`src/ascp_pkg.sv`:
```
// Constants for the serial configuration and result port of the converter.
// Assumes one system clock; every pin reaches the block through synchronisers.
// Notes on behaviour
// Transfers happen only while chip select low
// Bits launched on fall, sampled on rise
// Configuration in and result out run together
// Transfer opens on recognised chip select fall
// Eight-bit word configures the next conversion
// Previous result shifts out during configuration
// Conversion starts when exchange ends; host raises select
// Result appears on the following transfer
// Configuration taken on first eight rises
// Later input bits ignored until next cycle
// First four bits steer the multiplexer
// Differential mode uses adjacent pairs, either polarity
// Single-ended mode measures against zero reference
// Pair index, polarity bit choose channels
// Fifth bit one unipolar, zero bipolar
// Sixth bit sets next word bit order
// Last two bits set current word length
// Chip select acts after two conversion-clock falls
// Host holds shift clock low during conversion
// Output enabled only while select recognised low
// Mux field order: single, polarity, pair bits
package ascp_pkg;

  // Synchroniser lanes
  localparam int SY_CS   = 3;
  localparam int SY_SCLK = 2;
  localparam int SY_DIN  = 1;
  localparam int SY_ACLK = 0;

  // Configuration word field positions, first received bit at the top
  localparam int CFG_BITS  = 8;
  localparam int F_SGL     = 7;
  localparam int F_ODD     = 6;
  localparam int F_PAIR_HI = 5;
  localparam int F_PAIR_LO = 4;
  localparam int F_SPAN    = 3;
  localparam int F_ORDER   = 2;
  localparam int F_LEN_HI  = 1;
  localparam int F_LEN_LO  = 0;

  // Word sizes and timing counts
  localparam int RES_BITS       = 10;
  localparam int OUT_MAX        = 16;
  localparam int DEGLITCH_FALLS = 2;
  localparam int CONV_ACLK      = 44;
  localparam logic [4:0] LEN_8  = 5'h08;
  localparam logic [4:0] LEN_10 = 5'h0a;
  localparam logic [4:0] LEN_12 = 5'h0c;
  localparam logic [4:0] LEN_16 = 5'h10;

  // Reset values
  localparam logic       ORDER_RST = 1'h1;
  localparam logic [7:0] CFG_RST   = 8'h00;

  // Serial sequencer states
  typedef enum logic [3:0] {
    SER_IDLE  = 4'h1,
    SER_WAIT  = 4'h2,
    SER_SHIFT = 4'h4,
    SER_DONE  = 4'h8
  } ascp_ser_e;

  // Conversion pacing states
  typedef enum logic [2:0] {
    CNV_IDLE  = 3'h1,
    CNV_RUN   = 3'h2,
    CNV_STORE = 3'h4
  } ascp_cnv_e;

  // Output word length from the two length bits
  function automatic logic [4:0] ascp_word_len(input logic [1:0] code);
    case (code)
      2'h0:    ascp_word_len = LEN_8;
      2'h1:    ascp_word_len = LEN_10;
      2'h2:    ascp_word_len = LEN_12;
      default: ascp_word_len = LEN_16;
    endcase
  endfunction : ascp_word_len

  // Result placed so that bit 15 leaves first; LSB-first reverses the code
  function automatic logic [15:0] ascp_out_word(input logic [9:0] code, input logic msb_first);
    logic [9:0] rev;
    rev = 10'h000;
    for (int i = 0; i < RES_BITS; i++)
      rev[i] = code[RES_BITS-1-i];
    ascp_out_word = msb_first ? {code, 6'h00} : {rev, 6'h00};
  endfunction : ascp_out_word

endpackage : ascp_pkg

```
`src/ascp_port.sv`:
```
// Serial port of the converter: chip select deglitch, full-duplex shifting,
// conversion pacing on the conversion clock and a small result buffer.
// Assumes the analog core presents its code on sar_code at conversion end.
`timescale 1ns/1ps
`default_nettype none

module ascp_port #(
  parameter int RES_W       = ascp_pkg::RES_BITS,
  parameter int BUF_DEPTH   = 2,
  parameter int CONV_CYCLES = ascp_pkg::CONV_ACLK
) (
  // Clock and reset
  input  wire logic             sys_clk,
  input  wire logic             rst,
  // Serial pins
  input  wire logic             cs_n_pin,
  input  wire logic             sclk_pin,
  input  wire logic             din_pin,
  output logic                  dout,
  output logic                  dout_oe,
  // Conversion clock pin
  input  wire logic             aclk_pin,
  // Analog core
  input  wire logic [RES_W-1:0] sar_code,
  output logic                  conv_start,
  output logic                  conv_busy,
  output logic [2:0]            chan_pos_idx,
  output logic [2:0]            chan_neg_idx,
  output logic                  neg_is_ref,
  output logic                  span_select,
  // Status
  output logic                  cs_active
);

  localparam int PW = (BUF_DEPTH > 1) ? $clog2(BUF_DEPTH) : 1;

  // Two-stage synchronisers for every pin, plus edge history
  logic [3:0] s1_r;
  logic [3:0] s2_r;
  logic       sclk_d_r;
  logic       aclk_d_r;

  always_ff @(posedge sys_clk or posedge rst)
  begin
    if (rst)
    begin
      s1_r     <= 4'h8;  // Select idles high in both stages, so no false fall
      s2_r     <= 4'h8;
      sclk_d_r <= 1'h0;
      aclk_d_r <= 1'h0;
    end
    else
    begin
      s1_r     <= {cs_n_pin, sclk_pin, din_pin, aclk_pin};
      s2_r     <= s1_r;
      sclk_d_r <= s2_r[ascp_pkg::SY_SCLK];
      aclk_d_r <= s2_r[ascp_pkg::SY_ACLK];
    end
  end

  logic sclk_rise;
  logic sclk_fall;
  logic aclk_fall;
  logic din_s;

  // Edge detection works on the second stage only
  assign sclk_rise = s2_r[ascp_pkg::SY_SCLK] & ~sclk_d_r;
  assign sclk_fall = ~s2_r[ascp_pkg::SY_SCLK] & sclk_d_r;
  assign aclk_fall = ~s2_r[ascp_pkg::SY_ACLK] & aclk_d_r;
  assign din_s     = s2_r[ascp_pkg::SY_DIN];

  // Chip select deglitch: a changed level must persist over conversion-clock falls
  logic       cs_low_r;
  logic       cs_low_nxt;
  logic [1:0] dg_cnt_r;
  logic [1:0] dg_cnt_nxt;

  // deglitch on falls
  always_comb
  begin
    cs_low_nxt = cs_low_r;
    dg_cnt_nxt = dg_cnt_r;
    if (~s2_r[ascp_pkg::SY_CS] == cs_low_r)
      dg_cnt_nxt = 2'h0;  // Short pulse forgotten
    else if (aclk_fall)
    begin
      if (dg_cnt_r == 2'(ascp_pkg::DEGLITCH_FALLS - 1))
      begin
        cs_low_nxt = ~s2_r[ascp_pkg::SY_CS];
        dg_cnt_nxt = 2'h0;
      end
      else
        dg_cnt_nxt = dg_cnt_r + 2'h1;
    end
  end

  always_ff @(posedge sys_clk or posedge rst)
  begin
    if (rst)
    begin
      cs_low_r <= 1'h0;
      dg_cnt_r <= 2'h0;
    end
    else
    begin
      cs_low_r <= cs_low_nxt;
      dg_cnt_r <= dg_cnt_nxt;
    end
  end

  // Result buffer: conversion side fills, serial side drains at transfer start
  logic             buf_in_valid;
  logic             buf_in_ready;
  logic             buf_out_valid;
  logic             buf_out_ready;
  logic [RES_W-1:0] buf_mem_r [BUF_DEPTH];
  logic [RES_W-1:0] buf_mem_nxt [BUF_DEPTH];
  logic [PW-1:0]    wr_ptr_r;
  logic [PW-1:0]    wr_ptr_nxt;
  logic [PW-1:0]    rd_ptr_r;
  logic [PW-1:0]    rd_ptr_nxt;
  logic [PW:0]      buf_cnt_r;
  logic [PW:0]      buf_cnt_nxt;

  assign buf_in_ready  = (buf_cnt_r != (PW+1)'(BUF_DEPTH));
  assign buf_out_valid = (buf_cnt_r != '0);

  // Pointer wrap handles depths that are not a power of two
  always_comb
  begin
    buf_mem_nxt = buf_mem_r;
    wr_ptr_nxt  = wr_ptr_r;
    rd_ptr_nxt  = rd_ptr_r;
    buf_cnt_nxt = buf_cnt_r;
    if (buf_in_valid && buf_in_ready)
    begin
      buf_mem_nxt[wr_ptr_r] = sar_code;
      wr_ptr_nxt = (wr_ptr_r == PW'(BUF_DEPTH - 1)) ? '0 : wr_ptr_r + PW'(1);
    end
    if (buf_out_valid && buf_out_ready)
      rd_ptr_nxt = (rd_ptr_r == PW'(BUF_DEPTH - 1)) ? '0 : rd_ptr_r + PW'(1);
    if ((buf_in_valid && buf_in_ready) && !(buf_out_valid && buf_out_ready))
      buf_cnt_nxt = buf_cnt_r + (PW+1)'(1);
    else if (!(buf_in_valid && buf_in_ready) && (buf_out_valid && buf_out_ready))
      buf_cnt_nxt = buf_cnt_r - (PW+1)'(1);
  end

  always_ff @(posedge sys_clk or posedge rst)
  begin
    if (rst)
    begin
      for (int i = 0; i < BUF_DEPTH; i++)
        buf_mem_r[i] <= '0;
      wr_ptr_r  <= '0;
      rd_ptr_r  <= '0;
      buf_cnt_r <= '0;
    end
    else
    begin
      buf_mem_r <= buf_mem_nxt;
      wr_ptr_r  <= wr_ptr_nxt;
      rd_ptr_r  <= rd_ptr_nxt;
      buf_cnt_r <= buf_cnt_nxt;
    end
  end

  // Conversion pacing on conversion-clock falls; a full buffer stalls the store
  ascp_pkg::ascp_cnv_e cnv_r;
  ascp_pkg::ascp_cnv_e cnv_nxt;
  logic [5:0]          cnv_cnt_r;
  logic [5:0]          cnv_cnt_nxt;
  logic                conv_start_r;

  // conversion time
  always_comb
  begin
    cnv_nxt      = cnv_r;
    cnv_cnt_nxt  = cnv_cnt_r;
    buf_in_valid = 1'h0;
    case (cnv_r)
      ascp_pkg::CNV_IDLE:
        if (conv_start_r)
        begin
          cnv_nxt     = ascp_pkg::CNV_RUN;
          cnv_cnt_nxt = 6'h00;
        end
      ascp_pkg::CNV_RUN:
        if (aclk_fall)
        begin
          if (cnv_cnt_r == 6'(CONV_CYCLES - 1))
            cnv_nxt = ascp_pkg::CNV_STORE;
          else
            cnv_cnt_nxt = cnv_cnt_r + 6'h01;
        end
      ascp_pkg::CNV_STORE:
      begin
        buf_in_valid = 1'h1;
        if (buf_in_ready)
          cnv_nxt = ascp_pkg::CNV_IDLE;
      end
      default:
        cnv_nxt = ascp_pkg::CNV_IDLE;
    endcase
  end

  always_ff @(posedge sys_clk or posedge rst)
  begin
    if (rst)
    begin
      cnv_r     <= ascp_pkg::CNV_IDLE;
      cnv_cnt_r <= 6'h00;
    end
    else
    begin
      cnv_r     <= cnv_nxt;
      cnv_cnt_r <= cnv_cnt_nxt;
    end
  end

  assign conv_busy = (cnv_r != ascp_pkg::CNV_IDLE);

  // Serial sequencer: deglitched select, duplex shift, word length, mux latch
  ascp_pkg::ascp_ser_e ser_r;
  ascp_pkg::ascp_ser_e ser_nxt;
  logic [4:0]          bit_cnt_r;
  logic [4:0]          bit_cnt_nxt;
  logic [3:0]          cfg_cnt_r;
  logic [3:0]          cfg_cnt_nxt;
  logic [7:0]          cfg_r;
  logic [7:0]          cfg_nxt;
  logic [15:0]         shift_r;
  logic [15:0]         shift_nxt;
  logic                dout_r;
  logic                dout_nxt;
  logic                order_r;
  logic                order_nxt;
  logic                conv_start_nxt;
  logic [2:0]          pos_r;
  logic [2:0]          pos_nxt;
  logic [2:0]          neg_r;
  logic [2:0]          neg_nxt;
  logic                ref_r;
  logic                ref_nxt;
  logic                span_r;
  logic                span_nxt;

  always_comb
  begin
    ser_nxt        = ser_r;
    bit_cnt_nxt    = bit_cnt_r;
    cfg_cnt_nxt    = cfg_cnt_r;
    cfg_nxt        = cfg_r;
    shift_nxt      = shift_r;
    dout_nxt       = dout_r;
    order_nxt      = order_r;
    conv_start_nxt = 1'h0;
    pos_nxt        = pos_r;
    neg_nxt        = neg_r;
    ref_nxt        = ref_r;
    span_nxt       = span_r;
    buf_out_ready  = 1'h0;
    case (ser_r)
      // open on recognised fall
      ascp_pkg::SER_IDLE:
        if (cs_low_r)
        begin
          ser_nxt     = ascp_pkg::SER_WAIT;
          bit_cnt_nxt = 5'h00;
          cfg_cnt_nxt = 4'h0;
        end
      // first bit once no conversion is running or a buffered result is ready
      ascp_pkg::SER_WAIT:
        if (!cs_low_r)
          ser_nxt = ascp_pkg::SER_IDLE;
        else if (cnv_r == ascp_pkg::CNV_IDLE || buf_out_valid)
        begin
          // previous result loaded; R16 order from the earlier word
          buf_out_ready = 1'h1;
          shift_nxt = buf_out_valid ?
            ascp_pkg::ascp_out_word(buf_mem_r[rd_ptr_r], order_r) : 16'h0000;
          dout_nxt  = shift_nxt[ascp_pkg::OUT_MAX-1];
          ser_nxt   = ascp_pkg::SER_SHIFT;
        end
      ascp_pkg::SER_SHIFT:
        // dropping select abandons the transfer
        if (!cs_low_r)
          ser_nxt = ascp_pkg::SER_IDLE;
        else if (sclk_rise)
        begin
          // word taken on first eight rises
          if (cfg_cnt_r != 4'(ascp_pkg::CFG_BITS))
          begin
            cfg_nxt     = {cfg_r[6:0], din_s};
            cfg_cnt_nxt = cfg_cnt_r + 4'h1;
          end
          bit_cnt_nxt = bit_cnt_r + 5'h01;
          // exchange length from the current word
          if (cfg_cnt_nxt == 4'(ascp_pkg::CFG_BITS) && bit_cnt_nxt ==
              ascp_pkg::ascp_word_len({cfg_nxt[ascp_pkg::F_LEN_HI], cfg_nxt[ascp_pkg::F_LEN_LO]}))
          begin
            // start conversion at exchange end
            ser_nxt        = ascp_pkg::SER_DONE;
            conv_start_nxt = 1'h1;
            // mux from the leading bits; R21 field order
            // pair index with polarity bit
            pos_nxt = {cfg_nxt[ascp_pkg::F_PAIR_HI], cfg_nxt[ascp_pkg::F_PAIR_LO],
                       cfg_nxt[ascp_pkg::F_ODD]};
            neg_nxt = {cfg_nxt[ascp_pkg::F_PAIR_HI], cfg_nxt[ascp_pkg::F_PAIR_LO],
                       ~cfg_nxt[ascp_pkg::F_ODD]};
            // differential pair or zero reference
            ref_nxt   = cfg_nxt[ascp_pkg::F_SGL];
            // span bit
            span_nxt  = cfg_nxt[ascp_pkg::F_SPAN];
            // order kept for the next word
            order_nxt = cfg_nxt[ascp_pkg::F_ORDER];
          end
        end
        // launch next result bit on fall
        else if (sclk_fall)
        begin
          dout_nxt  = shift_r[ascp_pkg::OUT_MAX-2];
          shift_nxt = {shift_r[14:0], 1'h0};
        end
      // further input ignored until select rises
      ascp_pkg::SER_DONE:
        if (!cs_low_r)
          ser_nxt = ascp_pkg::SER_IDLE;
      default:
        ser_nxt = ascp_pkg::SER_IDLE;
    endcase
  end

  always_ff @(posedge sys_clk or posedge rst)
  begin
    if (rst)
    begin
      ser_r        <= ascp_pkg::SER_IDLE;
      bit_cnt_r    <= 5'h00;
      cfg_cnt_r    <= 4'h0;
      cfg_r        <= ascp_pkg::CFG_RST;
      shift_r      <= 16'h0000;
      dout_r       <= 1'h0;
      order_r      <= ascp_pkg::ORDER_RST;
      conv_start_r <= 1'h0;
      pos_r        <= 3'h0;
      neg_r        <= 3'h1;
      ref_r        <= 1'h0;
      span_r       <= 1'h0;
    end
    else
    begin
      ser_r        <= ser_nxt;
      bit_cnt_r    <= bit_cnt_nxt;
      cfg_cnt_r    <= cfg_cnt_nxt;
      cfg_r        <= cfg_nxt;
      shift_r      <= shift_nxt;
      dout_r       <= dout_nxt;
      order_r      <= order_nxt;
      conv_start_r <= conv_start_nxt;
      pos_r        <= pos_nxt;
      neg_r        <= neg_nxt;
      ref_r        <= ref_nxt;
      span_r       <= span_nxt;
    end
  end

  // output driven only while select is recognised low
  assign dout_oe      = cs_low_r;
  assign dout         = dout_r;
  assign cs_active    = cs_low_r;
  assign conv_start   = conv_start_r;
  assign chan_pos_idx = pos_r;
  assign chan_neg_idx = neg_r;
  assign neg_is_ref   = ref_r;
  assign span_select  = span_r;
endmodule : ascp_port

`default_nettype wire

```
`config.mk`:
```
export PLATFORM = sky130hd
export DESIGN_NAME = ascp_port
export DESIGN_NICKNAME = d
export VERILOG_FILES = /design/src/ascp_pkg.sv /design/src/ascp_port.sv
export SDC_FILE = /design/constraint.sdc
export NUM_CORES = 1
export LEC_CHECK = 0
export ABC_AREA = 1
export BUFFER_PORTS_ARGS = -buffer_cell sky130_fd_sc_hd__clkbuf_2
export CAP_MARGIN = 20
export CORE_UTILIZATION = 54
export DETAILED_ROUTE_END_ITERATION = 12
export HOLD_SLACK_MARGIN = 0.1
export PLACE_DENSITY = 0.75
export SETUP_SLACK_MARGIN = 0.05
export SLEW_MARGIN = 20
export SYNTH_ARGS = -nofsm -noshare
export SYNTH_HDL_FRONTEND = slang
export SYNTH_SLANG_ARGS = --single-unit
export TNS_END_PERCENT = 20
```
`constraint.sdc`:
```
create_clock -name sys_clk -period 2.8 [get_ports sys_clk]
set_input_delay 0.56 -clock sys_clk [delete_from_list [all_inputs] [get_ports sys_clk]]
set_output_delay 0.56 -clock sys_clk [all_outputs]
set_load 0.03 [all_outputs]
```
==> results of run 1 <==
per-stage QoR:
stage / worst slack, ns / cell area [um2] / instances / hold WS, ns / total power [mW]
4_1_cts: 0.5644 / 4477 / 616 / 0.1310 / 2.475
3_3_place_gp: 0.6884 / 4275 / 600 / 0.3341 / 1.589
6_report: 0.5420 / 4477 / 616 / 0.1398 / 2.453
3_5_place_dp: 0.5927 / 4275 / 600 / 0.3363 / 1.602
5_1_grt: 0.3446 / 4477 / 616 / 0.1561 / 2.561
2_1_floorplan: 0.05643 / 4049 / 484 / 0.3312 / 1.528
cell usage after synthesis, drive strengths merged:
cell type / count / share of area, %
nor4: 1 / 0.31
inv: 66 / 6.1
xor2: 4 / 0.87
a21boi: 1 / 0.19
clkinv: 2 / 0.19
nor3: 6 / 0.87
dfrtp: 79 / 49
o21ai: 77 / 10
nor2: 26 / 2.7
mux2i: 5 / 1.2
a31oi: 2 / 0.31
buf: 7 / 1.4
nand2: 126 / 12
mux2: 1 / 0.28
xnor2: 3 / 0.65
a21oi: 17 / 2.1
nand4: 6 / 0.93
nor3b: 2 / 0.37
ha: 5 / 1.5
or2: 2 / 0.31
dfstp: 6 / 3.9
and2: 1 / 0.15
clkbuf: 9 / 0.83
o22ai: 7 / 1.1
nand3: 23 / 3.1
report_power, final:
part           internal, mW  total (mW)  switching (mW)
combinational        0.0790       0.272           0.193
sequential             1.27        1.31          0.0359
clock                 0.439       0.872           0.433
total                  1.79        2.45           0.662
area by class of cell:
| class | count | area [um2] | share of cell area (%) |
|---|---|---|---|
| clock inverters | 5 | 60.06 | 1.342 |
| well taps | 99 | 123.9 | 2.767 |
| clock buffers | 11 | 141.4 | 3.158 |
| repair buffers | 33 | 190.2 | 4.248 |
| inverters | 68 | 256.5 | 5.729 |
| multi-input cells | 315 | 1570 | 35.08 |
| flip-flops and latches | 85 | 2135 | 47.68 |
layer usage:
metal / vias up / GRT usage [%]
li1: 1616 / -
met1: 1534 / 26.82
met2: 49 / 36.29
met3: 11 / 3.638
met4: 0 / 10.12
met5: - / 0
cells by family (layout without fill, tap and decap cells):
group                      after synthesis  count (layout)  share of synthesized area (%)
and+or+nand+nor                        193             193                          20.55
DFF                                     85              85                          52.72
adders and majority gates                5               5                          1.545
AOI/OAI and AO/OA                      104             104                          13.66
buffers and inverters                   84             117                          8.498
xor gates and xnor gates                 7               7                          1.514
muxes                                    6               6                          1.514
flip-flops by register name (all words and copies together) (netlist names), 2 cells and up:
register      count
dg_cnt_r          2
shift_r           9
cnv_r             3
ser_r             4
s2_r              4
cfg_r             8
buf_cnt_r         2
cfg_cnt_r         4
buf_mem_r        20
cnv_cnt_r         6
chan_pos_idx      3
s1_r              4
bit_cnt_r         5
critical path, stage by stage, from the launching register on:
cell,delay (ns)
dfrtp_1,0.42
inv_1,0.12
ha_1,0.22
nand3_2,0.29
o21ai_0,0.39
inv_1,0.07
nand2_1,0.06
nand2_1,0.05
nand2_1,0.07
nand2_2,0.07
nor2_4,0.12
inv_2,0.12
nand2_1,0.10
o21ai_2,0.05
layout by cell type (no fill, tap or decap), drive strengths merged, types with 3 or more instances in the layout:
cell,count
nand2,126
dfrtp,79
o21ai,77
inv,65
clkbuf,39
nor2,26
nand3,23
a21oi,17
o22ai,7
nand4,6
dfstp,6
nor3,6
clkinv,6
mux2i,5
ha,5
buf,5
xor2,4
xnor2,3
worst max path at each step:
stage / cells after the start / endpoint / from
2_1_floorplan: 1 / aclk_d_r / rst
3_3_place_gp: 13 / neg_is_ref / cfg_cnt_r[0]
3_5_place_dp: 13 / chan_pos_idx[2] / cfg_cnt_r[0]
4_1_cts: 13 / neg_is_ref / cfg_cnt_r[0]
5_1_grt: 13 / neg_is_ref / cfg_cnt_r[0]
6_report: 13 / neg_is_ref / cfg_cnt_r[0]
==> impl_metrics.ini, run 1 <==
[status]
outcome = completed

[timing]
fin_crit_ns = 2.258
fin_setup_tns_ns = 0
tightest_slew_ns = 0.6272
slew-limit-headroom_pct = 58.19
setup_violations = 0
fmax_mhz = 442.9
final-hold-violation-count = 0
rsz0062_at_grt = false
timing.final.crit_share_pct = 80.64
finClkSkew_ns = 0.009838
finalMaxSlewViolations = 0

[worst_setup_path]
path_max_fanout = 13
rr_startpoint = cfg_cnt_r[0]
crit_required_ns = 3.03
reg2reg_to = neg_is_ref
r2r_cells = 13
arrival_ns = 2.49
criticalPathCategory = flip-flop to flip-flop
critical_path.startpoint_type = flip-flop
end_kind = flip-flop
r2r_setup_slack_ns = 0.54

[detailed_routing]
first_pass_iters = 4
top_layer = met4
drc = 0
vias = 3210
wl_met1_mm = 3.481
wl_mm = 7.671
wl_met3_um = 241
drt-initial-drc-count = 146
wl_met2_mm = 3.819
viasPerCell = 5.211
ant_nets = 0
routedWlPerCell_um = 12.45

[clock_tree]
cts_buffer_depth = 2
cts.clk_slew.worst_paths_ns = 0.08
root_buffer = clkbuf_8
cts.sinks = 85
cts_inserted_buffers = 9
cts_setup_buffers = 0
clk_latency_ns = 0.35
postCtsHoldBufs = 0
cts_tree = built
ctsResizeCount = 0
htree_num_levels = 3

[power]
leakage_nw = 2.167
ir_drop_v = 0.0003285
powerDensity_nw_per_um2 = 547.9

[floorplanning]
boundaryPins = 29
chipHeight_um = 88.59
start_util_pct = 55.82
coreArea_um2 = 7253
die_x_um = 88.59
dieArea_um2 = 7848
rows = 31

[yosys]
ys_seq_area_share_pct = 52.72
ys_warn_count = 0
syn-instance-count = 484
syn_avg_cell_area_um2 = 8.365
ys_ff_latch = 85
synth_cell_types = 34
syn-num-nets = 505
synth.cell_area_um2 = 4049

[finish]
final_core_util_pct = 61.72
diodes = 0
layout.nets = 533
syn2layout_area_growth_pct = 10.57
fillers = 631
drive_above_1_share_pct = 14.31

[global_routing]
grt_max_degree = 68
grt_use_total_pct = 21.41
grt_overflow = 0
first_global_vias = 2988
antenna_found_initial = 0
grt_pass1_wl_mm = 12.78

[place]
dp_hpwl_mm = 5.440
io_buffers = 28
gp_congestion = 0.7871

[hold_path]
min_path_type = input port to asynchronous set/reset pin

[flow_run]
cap_violations = 0
Power figures use the tool's default switching activity.
==> inputs of run 2 (changes only) <==
==> constraint.sdc (replaced) <==
create_clock -name sys_clk -period 1.8 [get_ports sys_clk]
set_input_delay 0.36 -clock sys_clk [delete_from_list [all_inputs] [get_ports sys_clk]]
set_output_delay 0.36 -clock sys_clk [all_outputs]
set_load 0.03 [all_outputs]
==> run 2 against run 1 <==
  * Clock skew grew 0.0017 ns
  * Worst setup slack got worse by 0.75 ns
  * Fmax increased by 12%
  * Sequential cell count stayed put
  * Die area did not move
  * The flow now finishes with violations (negative setup slack)
  * Largest power group unchanged
==> impl_metrics.ini, run 2 (same netlist as run 1, synthesis figures left out) <==
[place]
gp_congestion = 0.8437
preCtsSetupSlack_ns = -0.1402
placed_cells = 627
dp_hpwl_mm = 5.638
io_buffers = 28

[clock_tree]
cts.clk_slew.worst_paths_ns = 0.09
cts.sinks = 85
htree_num_levels = 3
clk_latency_ns = 0.35
cts_tree = built
cts_inserted_buffers = 9
cts_buffer_depth = 2
root_buffer = clkbuf_8

[power]
ir_drop_v = 0.0004108
p_sw_mw = 1.079
comb_power_share_pct = 13.8
leakage_nw = 2.366
internal_power_mw = 3.120
seq_power_share_pct = 48.1
powerDensity_nw_per_um2 = 860.0
fin_total_pwr_mw = 4.199
swShare_pct = 25.69
clkPwrFrac_pct = 38.1

[floorplanning]
die_x_um = 88.59
start_util_pct = 55.82
boundaryPins = 29
chipHeight_um = 88.59
dieArea_um2 = 7848
coreArea_um2 = 7253
rows = 31

[detailed_routing]
wl_mm = 8.118
routedWlPerCell_um = 12.49
drt-initial-drc-count = 206
viasPerCell = 5.102
wl_met3_um = 306
first_pass_iters = 5
wl_met2_mm = 4.114
wl_met1_mm = 3.602
ant_nets = 0
top_layer = met4
drc = 0
vias = 3316

[global_routing]
antenna_found_initial = 0
grt_overflow = 0
grt_use_total_pct = 22.59
first_global_vias = 3117
grt_max_degree = 73
grt_pass1_wl_mm = 13.52

[timing]
timing.final.crit_share_pct = 111.6
finalMaxSlewViolations = 0
fin_setup_tns_ns = -1.784
finClkSkew_ns = 0.01150
whs_ns = 0.2146
fin_crit_ns = 2.009
rsz0062_at_grt = true
fmax_mhz = 497.6
setup_violations = 11
tightest_slew_ns = 0.3673
worst_slack_ns = -0.2095
slew-limit-headroom_pct = 75.51
final-hold-violation-count = 0

[worst_setup_path]
crit_required_ns = 2.04
slowest_stage = dfrtp_1
end_kind = flip-flop
crit_path_frequent_cell = nand2_1
arrival_ns = 2.25
cp_top_family = simple AND/OR/NAND/NOR gates
criticalPathCategory = flip-flop to flip-flop
critPathBufInv = 4
crit_chain = inv_2 > ha_4 > buf_6 > nand4_1 > nand2_1 > buf_4 > a21oi_1 > nand2_1 > nand2_1 > nand2_2 > nor2_4 > inv_4 > nand2_1 > o21ai_2
cp_slowest_stage_delay_ns = 0.37
path_max_fanout = 11
critical_path.startpoint_type = flip-flop

[finish]
drive_above_1_share_pct = 21.78
layout_commonest_cell = nand2_1
regMostFlops = buf_mem_r
final_cell_mix = 119 x nand2_1, 78 x dfrtp_1, 67 x o21ai_0
layout.nets = 567
top_regs = buf_mem_r: 20 flops, shift_r: 9 flops, cfg_r: 8 flops
largest_reg_flops = 20
fillers = 592
syn2layout_area_growth_pct = 20.58
layoutNonFillerInstCount = 650
diodes = 0

[flow_run]
cap_violations = 0

[status]
violations = negative setup slack
outcome = complete, but fails checks

[hold_path]
min_path_type = input port to flip-flop
## run 2: cell count changes in the layout (fill, tap and decap cells not counted), sizes merged
cell	change
buf	+30
bufinv	+2
clkbuf	-2
clkinv	-2
clkinvlp	+1
dlygate4sd3	+5
## run 2: power by group through the flow
stage	clock, mW	sequential, mW	combinational [mW]
2_1_floorplan	0	2.08	0.296
3_3_place_gp	0	2.05	0.505
3_5_place_dp	0	2.05	0.523
4_1_cts	1.63	2.02	0.554
5_1_grt	1.70	2.03	0.634
6_report	1.60	2.02	0.578
## run 2: per-layer routing
metal | vias up | GRT usage, %
li1 | 1685 | -
met1 | 1566 | 27.99
met2 | 56 | 39.30
met3 | 9 | 4.851
met4 | 0 | 7.625
met5 | - | 0
## run 2: timing repair
item                                    CTS  global route
setup buffers                             0             2
endpoints found under the hold margin    17             0
pin swaps                                 2             4
endpoints found under the setup margin   24            46
hold buffers                              5             0
gates resized for setup                  15            19
## run 2: area by class of cell
type	count	area, um2	area share (%)
sequential	85	2136	43.75
tap	99	123.9	2.537
inverter	68	261.5	5.356
multi-input combinational	315	1650	33.80
clock inverter	6	111.4	2.281
timing repair buffer	67	471.7	9.662
clock buffer	10	127.6	2.614
## run 2: metrics by stage
stage / area, um2 / utilization [%]
floorplan: 4053 / -
global route: 4882 / 67.31
detailed placement: 4481 / 61.77
CTS: 4822 / 66.48
global placement: 4481 / 61.77
finish: 4882 / 67.31
## run 2: tightest hold or removal path, delay by kind of cell
kind                   cells  cell delay [ns]
buffers and inverters      1             0.09
AND/OR/NAND/NOR            2             0.09
## run 2: path summary, 6_finish.rpt
| kind | startpoint | endpoint | slack (ns) | cells past startpoint |
|---|---|---|---|---|
| min reg2reg | s1_r[2] | s2_r[2] | 0.35 | 0 |
| max in group asynchronous | rst | s1_r[3] | 0.82 | 4 |
| min | sar_code[2] | buf_mem_r[12] | 0.21 | 3 |
| max | cfg_cnt_r[0] | chan_pos_idx[2] | -0.21 | 14 |
| max reg2reg | cfg_cnt_r[0] | chan_pos_idx[2] | -0.21 | 14 |
| min in group asynchronous | rst | buf_mem_r[6] | 0.59 | 4 |
